[src/spi_switch_pkg.sv]
// Shared constants of the SPI-controlled quad switch register bank and its host.
// Assumes a single 100 MHz system clock on both ends of the link.
`default_nettype none
package spi_switch_pkg;
  // Register addresses
  localparam logic [6:0] ADDR_SWITCH_STATE  = 7'h01;
  localparam logic [6:0] ADDR_ERROR_ENABLES = 7'h02;
  localparam logic [6:0] ADDR_ERROR_FLAGS   = 7'h03;
  localparam logic [6:0] ADDR_BURST         = 7'h05;
  localparam logic [6:0] ADDR_SOFT_RESET    = 7'h0B;
  // Values after reset
  localparam logic [7:0] RST_SWITCH_STATE  = 8'h00;
  localparam logic [7:0] RST_ERROR_ENABLES = 8'h06;
  localparam logic [7:0] RST_ERROR_FLAGS   = 8'h00;
  localparam logic [7:0] RST_BURST         = 8'h00;
  localparam logic [7:0] RST_SOFT_RESET    = 8'h00;
  // Field positions
  localparam int SWITCH_BITS   = 4;
  localparam int EN_RW_BIT     = 2;
  localparam int EN_SCLK_BIT   = 1;
  localparam int EN_CRC_BIT    = 0;
  localparam int FLAG_RW_BIT   = 2;
  localparam int FLAG_SCLK_BIT = 1;
  localparam int FLAG_CRC_BIT  = 0;
  localparam int BURST_BIT     = 0;
  localparam int CMD_READ_BIT  = 15;
  // Commands and keys
  localparam logic [15:0] CMD_CLEAR_FLAGS = 16'h6CA9;
  localparam logic [7:0]  KEY_FIRST       = 8'hA3;
  localparam logic [7:0]  KEY_SECOND      = 8'h05;
  // Frame lengths in serial clock cycles, last bit index of the first byte, CRC polynomial and start value
  localparam logic [4:0] BITS_PLAIN = 5'h10;
  localparam logic [4:0] BITS_CRC   = 5'h18;
  localparam logic [4:0] BITS_BYTE  = 5'h07;
  localparam logic [7:0] CRC_POLY   = 8'h07;
  localparam logic [7:0] CRC_INIT   = 8'h00;
  // Host register map and timing
  localparam logic [1:0] HOST_ADDR_COMMAND = 2'h0;
  localparam logic [1:0] HOST_ADDR_CONTROL = 2'h1;
  localparam logic [1:0] HOST_ADDR_STATUS  = 2'h2;
  localparam int CTRL_CRC_BIT  = 0;
  localparam int CTRL_HOLD_BIT = 1;
  localparam logic [1:0] RST_HOST_CONTROL = 2'h0;
  localparam int CLK_PERIOD_NS = 10;
  localparam int SCLK_HALF_NS  = 80;
  localparam logic [3:0] SCLK_HALF_CYCLES = 4'(SCLK_HALF_NS / CLK_PERIOD_NS);

  // Check byte over a 16-bit command, MSB first
  function automatic logic [7:0] crc8(input logic [15:0] d);
    logic [7:0] c;
    c = CRC_INIT;
    for (int i = 15; i >= 0; i--)
    begin
      c = (c[7] ^ d[i]) ? ({c[6:0], 1'b0} ^ CRC_POLY) : {c[6:0], 1'b0};
    end
    return c;
  endfunction
endpackage
`default_nettype wire

[src/spi_link_if.sv]
// Four-wire serial link between the switch register bank and its host.
// Assumes both ends are clocked by their own system clock; sclk is a plain signal.
`default_nettype none
interface spi_link_if;
  logic cs_b;
  logic sclk;
  logic sdi;
  logic sdo;
  modport device (input cs_b, input sclk, input sdi, output sdo);
  modport host   (output cs_b, output sclk, output sdi, input sdo);
endinterface
`default_nettype wire

[src/spi_switch_regs.sv]
// Register bank of the quad switch: frame receiver, checks and registers.
// Assumes link pins are asynchronous to mclk_i and sclk half periods span several mclk_i cycles.
//
// The implementer's own choice: the strobed register port.
`default_nettype none
module spi_switch_regs (
  input  wire logic       mclk_i,          // System clock
  input  wire logic       rst_b_i,         // Async reset, active low
  spi_link_if.device      link,            // Serial link
  output logic [3:0]      switch_close_o,  // Switch four..one closed
  output logic [2:0]      error_flags_o    // Address, clock count, CRC flags
);
  typedef struct packed {
    logic        cs_m;
    logic        cs_s;
    logic        cs_d;
    logic        sck_m;
    logic        sck_s;
    logic        sck_d;
    logic        sdi_m;
    logic        sdi_s;
    logic [23:0] shift;
    logic [4:0]  bitpos;
    logic [1:0]  ncmd;
    logic        pend;
    logic [23:0] held;
    logic [7:0]  out;
    logic        sdo;
    logic [3:0]  sw;
    logic [2:0]  en;
    logic [2:0]  flags;
    logic        burst;
    logic [7:0]  key;
    logic        armed;
  } dev_state_type;

  dev_state_type s;
  dev_state_type next_s;

  function automatic logic addr_ok(input logic [6:0] a, input logic rd);
    logic ok;
    ok = 1'b0;
    unique case (a)
      spi_switch_pkg::ADDR_SWITCH_STATE,
      spi_switch_pkg::ADDR_ERROR_ENABLES,
      spi_switch_pkg::ADDR_BURST,
      spi_switch_pkg::ADDR_SOFT_RESET:  ok = 1'b1;
      spi_switch_pkg::ADDR_ERROR_FLAGS: ok = rd;
      default:                          ok = 1'b0;
    endcase
    return ok;
  endfunction

  function automatic logic [7:0] reg_read(input dev_state_type st, input logic [6:0] a);
    logic [7:0] v;
    v = 8'h00;
    unique case (a)
      spi_switch_pkg::ADDR_SWITCH_STATE:  v = {4'h0, st.sw};
      spi_switch_pkg::ADDR_ERROR_ENABLES: v = {5'h00, st.en};
      spi_switch_pkg::ADDR_ERROR_FLAGS:   v = {5'h00, st.flags};
      spi_switch_pkg::ADDR_BURST:         v = {7'h00, st.burst};
      spi_switch_pkg::ADDR_SOFT_RESET:    v = st.key;
      default:                            v = 8'h00;
    endcase
    return v;
  endfunction

  function automatic dev_state_type soft_reset(input dev_state_type st);
    dev_state_type r;
    r = st;
    r.sw    = spi_switch_pkg::RST_SWITCH_STATE[3:0];
    r.en    = spi_switch_pkg::RST_ERROR_ENABLES[2:0];
    r.flags = spi_switch_pkg::RST_ERROR_FLAGS[2:0];
    r.burst = spi_switch_pkg::RST_BURST[0];
    r.key   = spi_switch_pkg::RST_SOFT_RESET;
    r.armed = 1'b0;
    return r;
  endfunction

  // Applies one received command to the register state
  function automatic dev_state_type commit(input dev_state_type st, input logic [15:0] cmd,
                                           input logic [7:0] chk);
    dev_state_type r;
    logic [6:0]    a;
    logic [7:0]    d;
    logic          rd;
    logic          was_armed;
    r         = st;
    a         = cmd[14:8];
    d         = cmd[7:0];
    rd        = cmd[spi_switch_pkg::CMD_READ_BIT];
    was_armed = st.armed;
    r.armed   = 1'b0;
    if (st.en[spi_switch_pkg::EN_CRC_BIT] && chk != spi_switch_pkg::crc8(cmd))
    begin
      r.flags[spi_switch_pkg::FLAG_CRC_BIT] = 1'b1;
    end
    else if (cmd == spi_switch_pkg::CMD_CLEAR_FLAGS)
    begin
      r.flags = 3'h0;
    end
    else if (!addr_ok(a, rd))
    begin
      if (st.en[spi_switch_pkg::EN_RW_BIT])
      begin
        r.flags[spi_switch_pkg::FLAG_RW_BIT] = 1'b1;
      end
    end
    else if (!rd)
    begin
      unique case (a)
        spi_switch_pkg::ADDR_SWITCH_STATE:  r.sw = d[3:0];
        spi_switch_pkg::ADDR_ERROR_ENABLES: r.en = d[2:0];
        spi_switch_pkg::ADDR_BURST:         r.burst = d[spi_switch_pkg::BURST_BIT];
        spi_switch_pkg::ADDR_SOFT_RESET:
        begin
          if (was_armed && d == spi_switch_pkg::KEY_SECOND)
          begin
            r = soft_reset(st);
          end
          else
          begin
            r.key   = d;
            r.armed = (d == spi_switch_pkg::KEY_FIRST);
          end
        end
        default: r = r;
      endcase
    end
    return r;
  endfunction

  always_comb
  begin
    logic [4:0] len;
    logic       rise;
    logic       fall;
    logic       active;
    logic       cs_rise;
    logic       bad;
    next_s       = s;
    len          = 5'h00;
    rise         = 1'b0;
    fall         = 1'b0;
    active       = 1'b0;
    cs_rise      = 1'b0;
    bad          = 1'b0;
    next_s.cs_m  = link.cs_b;
    next_s.cs_s  = s.cs_m;
    next_s.cs_d  = s.cs_s;
    next_s.sck_m = link.sclk;
    next_s.sck_s = s.sck_m;
    next_s.sck_d = s.sck_s;
    next_s.sdi_m = link.sdi;
    next_s.sdi_s = s.sdi_m;
    len     = s.en[spi_switch_pkg::EN_CRC_BIT] ? spi_switch_pkg::BITS_CRC : spi_switch_pkg::BITS_PLAIN;
    rise    = s.sck_s & ~s.sck_d;
    fall    = ~s.sck_s & s.sck_d;
    active  = ~s.cs_s;
    cs_rise = s.cs_s & ~s.cs_d;
    if (active && rise)
    begin
      next_s.shift = {s.shift[22:0], s.sdi_s};
      if (s.bitpos == len - 5'h01)
      begin
        next_s.bitpos = 5'h00;
        next_s.ncmd   = (s.ncmd == 2'h2) ? 2'h2 : s.ncmd + 2'h1;
        if (s.burst)
        begin
          next_s = commit(next_s, s.en[spi_switch_pkg::EN_CRC_BIT] ? next_s.shift[23:8] : next_s.shift[15:0],
                          next_s.shift[7:0]);
        end
        else if (s.ncmd == 2'h0)
        begin
          next_s.pend = 1'b1;
          next_s.held = next_s.shift;
        end
      end
      else
      begin
        next_s.bitpos = s.bitpos + 5'h01;
      end
      if (s.bitpos == spi_switch_pkg::BITS_BYTE)
      begin
        next_s.out = next_s.shift[7] ? reg_read(s, next_s.shift[6:0]) : 8'h00;
      end
    end
    if (active && fall)
    begin
      next_s.sdo = s.out[7];
      next_s.out = {s.out[6:0], 1'b0};
    end
    if (cs_rise)
    begin
      if (s.burst)
      begin
        bad = (s.bitpos != 5'h00);
      end
      else
      begin
        bad = !(s.ncmd == 2'h1 && s.bitpos == 5'h00);
      end
      if (bad && s.en[spi_switch_pkg::EN_SCLK_BIT])
      begin
        next_s.flags[spi_switch_pkg::FLAG_SCLK_BIT] = 1'b1;
      end
      else if (!s.burst && s.pend)
      begin
        next_s = commit(next_s, s.en[spi_switch_pkg::EN_CRC_BIT] ? s.held[23:8] : s.held[15:0], s.held[7:0]);
      end
      next_s.bitpos = 5'h00;
      next_s.ncmd   = 2'h0;
      next_s.pend   = 1'b0;
      next_s.out    = 8'h00;
      next_s.sdo    = 1'b0;
    end
  end

  always_ff @(posedge mclk_i or negedge rst_b_i)
  begin
    if (!rst_b_i)
    begin
      s <= '{cs_m: 1'b1, cs_s: 1'b1, cs_d: 1'b1,
             sw: spi_switch_pkg::RST_SWITCH_STATE[3:0],
             en: spi_switch_pkg::RST_ERROR_ENABLES[2:0],
             flags: spi_switch_pkg::RST_ERROR_FLAGS[2:0],
             burst: spi_switch_pkg::RST_BURST[0],
             key: spi_switch_pkg::RST_SOFT_RESET,
             default: '0};
    end
    else
    begin
      s <= next_s;
    end
  end

  assign link.sdo       = s.sdo;
  assign switch_close_o = s.sw;
  assign error_flags_o  = s.flags;
endmodule
`default_nettype wire

[src/flat_wrapper.sv]
// flat-port wrapper written by rule: the top's interface ports become plain ports
module spi_switch_regs_flat 
  (mclk_i, rst_b_i, switch_close_o, error_flags_o, link_cs_b, link_sclk, link_sdi, link_sdo);
  spi_link_if link_i ();
  input  wire logic mclk_i;
  input  wire logic rst_b_i;
  output logic [3:0] switch_close_o;
  output logic [2:0] error_flags_o;
  input wire logic [$bits(link_i.cs_b)-1:0] link_cs_b;
  input wire logic [$bits(link_i.sclk)-1:0] link_sclk;
  input wire logic [$bits(link_i.sdi)-1:0] link_sdi;
  output wire logic [$bits(link_i.sdo)-1:0] link_sdo;
  assign link_i.cs_b = link_cs_b;
  assign link_i.sclk = link_sclk;
  assign link_i.sdi = link_sdi;
  assign link_sdo = link_i.sdo;
  spi_switch_regs u_core (.mclk_i(mclk_i), .rst_b_i(rst_b_i), .link(link_i), .switch_close_o(switch_close_o), .error_flags_o(error_flags_o));
endmodule
[config.mk]
export PLATFORM = sky130hd
export DESIGN_NAME = spi_switch_regs_flat
export DESIGN_NICKNAME = d
export VERILOG_FILES = /design/src/spi_switch_pkg.sv /design/src/spi_link_if.sv /design/src/spi_switch_regs.sv /design/src/flat_wrapper.sv
export SDC_FILE = /design/constraint.sdc
export NUM_CORES = 1
export LEC_CHECK = 0
export BUFFER_PORTS_ARGS = -buffer_cell sky130_fd_sc_hd__buf_2
export CAP_MARGIN = 15
export CORE_ASPECT_RATIO = 1.25
export CORE_UTILIZATION = 70
export CTS_BUF_LIST = sky130_fd_sc_hd__clkbuf_8
export CTS_CLUSTER_DIAMETER = 150
export DETAILED_ROUTE_END_ITERATION = 10
export PLACE_DENSITY_LB_ADDON = 0.08
export RECOVER_POWER = 100
export SETUP_SLACK_MARGIN = 0.5
export SLEW_MARGIN = 15
export SYNTH_ARGS = -nofsm -noshare
export SYNTH_HDL_FRONTEND = slang
export SYNTH_SLANG_ARGS = --single-unit
[constraint.sdc]
create_clock -name mclk_i -period 7.9 [get_ports mclk_i]
set_input_delay 1.975 -clock mclk_i [delete_from_list [all_inputs] [get_ports mclk_i]]
set_output_delay 1.975 -clock mclk_i [all_outputs]
set_load 0.02 [all_outputs]
==> results.md <==
- Clock Root Buffer: clkbuf_8
- GPL Wtd Cong: 0.9379
- Maximum VDD drop: 0.1877 mV
- Post_cts resized: 0
- Power Dens Cells: 154.1 mW/mm^2
- Sequential share of the synthesized area: 33.14%
- Detailed-route via count: 5457
- Fmax: 179.0 MHz
- Post-CTS Setup Repair Bufs: 0
- Non-filler cells, final: ~840
- Synth Area in Compound Gates: 12.19%
- Crit end category: flip-flop
- Sink Count: 92
- # rows: 40
- Total power draw: 1.085 mW
- Sequential power share: 49.5%
- Syn Nets: 757
- Cell taking the most area after synthesis: dfrtp_1
- Final #Nets: 731
- Final hold violations: 0
- H-tree levels: 3
- CP max stage cell: clkbuf_1
- Synthesized area per cell: roughly 9.5 um^2
- CP delay by family, top: simple AND/OR/NAND/NOR gates
- Die height: roughly 110 um
- Cts bufs inserted: 9
- DIE WIDTH: 91.23 um
- Total die area: 0.01036 mm^2
- TritonCTS clock tree: yes
- Worst path max stage delay: 1030 ps
- Initial antenna violation count: 0
- Hold-fix buffers at CTS: 0
- Ant diodes: 0
- Critical Path RT: about 8000 ps
- Post-synth EDFFs: 0
- DR iter-0 viols: between 300 and 400
- Storage element area: 0.002312 mm^2
- Clock network power share: between 20% and 30%
- GRT overflow: 0
- Data arrival, critical path: 5860 ps
- Post-synthesis mux area share: between 10% and 20%
- Number of synthesized register bits: 92
- LEAKAGE: 3.287 nW
- Total track usage: a little under two fifths
- Port Buf Inserts: 12
- Max-cap violations: 1
- Setup_tns: 0 ps
- Period utilization: between 70% and 80%
- Share of the synthesized area in the top cell type: 31.25%
- Final Max Slew Viols: 43
- Multi-input combinational cell area: about 0.0042 mm^2
- Status: finished, violations left
- CP bufs+invs: 1
- Tightest Pin Transition: roughly 2200 ps
- Synth Instances: 734
- Failing checks: max-capacitance violations, max-slew violations
- Initial Utilization: ~70%
- Max Buffers Root-to-Sink: 2
- Top cell by count, worst path: nand2_1
- Crit path time final: 5587 ps
- Max FO, Critical Path: 27
- Drt wl/cell: 21.47 um
- Largest net degree at the start of global routing: 52
- Placed Cells: slightly above 800
- Setup violators final: 0
- Relative slew slack: -48.13%
- Post-Synthesis Cell Area: 0.006967 mm^2
- Count leader, synth: nand2_1
- Clock skew: 11.88 ps
- Async S/R FF share, synth: 100.0%
- Switching pwr: 0.3567 mW
- Min-delay worst type: flip-flop to flip-flop
- Drt via density: 6.504
- Fillers: roughly 740
- Routed Antenna Nets: 0
- Core area: between 0.009 and 0.01 mm^2
- Latest clock arrival within the worst-skew pair: between 300 and 400 ps
- Distinct cells, synth: 75
- Crit Path Class: flip-flop to flip-flop
- RSZ-0062 raised after global routing: no
- Drt drc: 0
- Post-Synth Simple-Gate Area: roughly 17%
- Layout cell share with drive strength beyond 1: 10.94%
- Number of synthesis warnings: 0
- Clk slew on worst S/H paths: ~100 ps
- Area Overhead vs Synth: 1.060%
- Comb power frac: 23.2%
- XOR/XNOR Fraction of Synth Area: 14.35%
- Total wire length: 18010 um
- Worst Min Path Start: u_core.s[92]$_DFF_PN1_
- Crit path from: u_core.s[91]$_DFF_PN1_
- Sw frac: roughly 33%
- First-pass GRT wire length: 29310 um
- Adder and majority gate portion of the synthesized area: under 10%
- Crit start category: flip-flop
- DRT Pass-1 Iters: 5
- Post-synth top cells: nand2_1, dfrtp_1, mux2i_1
- Primary FF master, synth: dfrtp_1
- Largest family of logic cells by synthesized area: simple AND/OR/NAND/NOR gates
- Worst-path cell chain: nor3b_1 > clkbuf_1 > nand3_1 > nor2_1 > nand2_1 > nor4_1 > nand2_1 > or4_1 > a31oi_1 > nand2_1 > mux2_1
- I/O pin count: 13
- Vias in the first global route: 5595
- Synth area leaders: dfrtp_1, mux2i_1, nand2_1, xnor2_1, mux2_2
- Internal power: 0.7286 mW
- Post-detail-place hpwl: roughly 13000 um
- R2r startpoint: u_core.s[91]$_DFF_PN1_
==> kinds of logic after synthesis <==
| logic type | after synthesis |
|---|---|
| AND/OR/NAND/NOR | 245 |
| AO/OA/AOI/OAI | 122 |
| adder cells (fa/ha/maj) | 18 |
| flip-flops | 92 |
| buffers and inverters | 76 |
| XOR/XNOR | 90 |
| multiplexers | 91 |
==> routing by layer <==
layer | up-vias | global-route usage, % | part of all wire (%)
li1 | 2506 | - | -
met1 | 2669 | 44.79 | 40
met2 | 214 | 64.95 | 51
met3 | 68 | 6.000 | 5.3
met4 | 0 | 19.89 | 4.2
met5 | - | 0 | 0
==> through the flow <==
step	util [%]	worst slack [ps]	hold WS, ps	cell area, um^2
floorplan	-	2550	331.2	6967
global placement	71.83	3113	334.3	6938
detailed placement	71.83	2979	347.3	6938
CTS	73.67	2958	360.2	7116
global route	72.89	2091	374.0	7041
finish	72.89	2313	364.5	7041
==> final timing paths <==
| kind | to | slack [ps] | depth (start not counted) |
|---|---|---|---|
| max | u_core.s[3]$_DFF_PN0_ | 2310 | 11 |
| min | u_core.s[91]$_DFF_PN1_ | 360 | 0 |
| max reg2reg | u_core.s[3]$_DFF_PN0_ | 2310 | 11 |
| min reg2reg | u_core.s[91]$_DFF_PN1_ | 360 | 0 |
| max in group asynchronous | u_core.s[13]$_DFF_PN0_ | 3970 | 2 |
| min in group asynchronous | u_core.s[89]$_DFF_PN0_ | 2230 | 1 |
==> flip-flops by register name, summed over array words and instances, names as in the netlist <==
register	count
u_core.switch_close_o	4
u_core.error_flags_o	3
u_core.s	84
u_core.link.sdo	1
==> power by group through the flow <==
stage | sequential [mW] | clock [mW] | combinational [mW]
2_1_floorplan | 0.505 | 0 | 0.225
3_3_place_gp | 0.543 | 0 | 0.241
3_5_place_dp | 0.544 | 0 | 0.251
4_1_cts | 0.535 | 0.299 | 0.251
5_1_grt | 0.539 | 0.313 | 0.278
6_report | 0.537 | 0.297 | 0.251
==> worst reg2reg max path, delay by kind of cell, from the launching register on <==
family | cells | cell delay (ps)
multiplexers | 1 | 430
buffers and inverters | 1 | 1030
AND/OR/NAND/NOR | 8 | 3150
flip-flops | 1 | 420
AO/OA/AOI/OAI | 1 | 470
==> placed cells by master, fill, tap and decap left out, types with 4 or more instances in the layout <==
master	Yosys	final
nand2_1	113	114
dfrtp_1	87	86
mux2i_1	49	49
xnor2_1	47	47
nor2_1	35	36
mux2_2	35	35
o21ai_0	33	33
xor2_1	27	27
inv_1	22	23
a21oi_1	22	22
nand3_1	18	18
ha_1	18	18
nor3_1	13	13
xnor3_1	11	11
clkbuf_1	25	11
clkbuf_8	0	10
nor2b_1	8	8
nor3b_1	7	8
a31oi_1	5	7
or3_1	6	6
a211oi_1	6	6
o2bb2ai_1	6	6
nor4b_1	5	5
nor4_1	5	5
a32o_1	5	5
a22oi_1	5	5
and2_1	5	4
nand2b_1	4	4
a32oi_1	4	4
a21o_1	4	4
nand4_1	4	4
nand3b_1	4	4
dfstp_2	5	4
==> final cells by class <==
cell class / count / area share (%)
multi-input combinational: 566 / 60.10
sequential: 92 / 32.84
inverter: 22 / 1.173
tap: 126 / 2.239
timing repair buffer: 17 / 1.120
clock buffer: 10 / 1.955
clock inverter: 6 / 0.5687
Note: power is estimated with default switching activity, not from simulation.
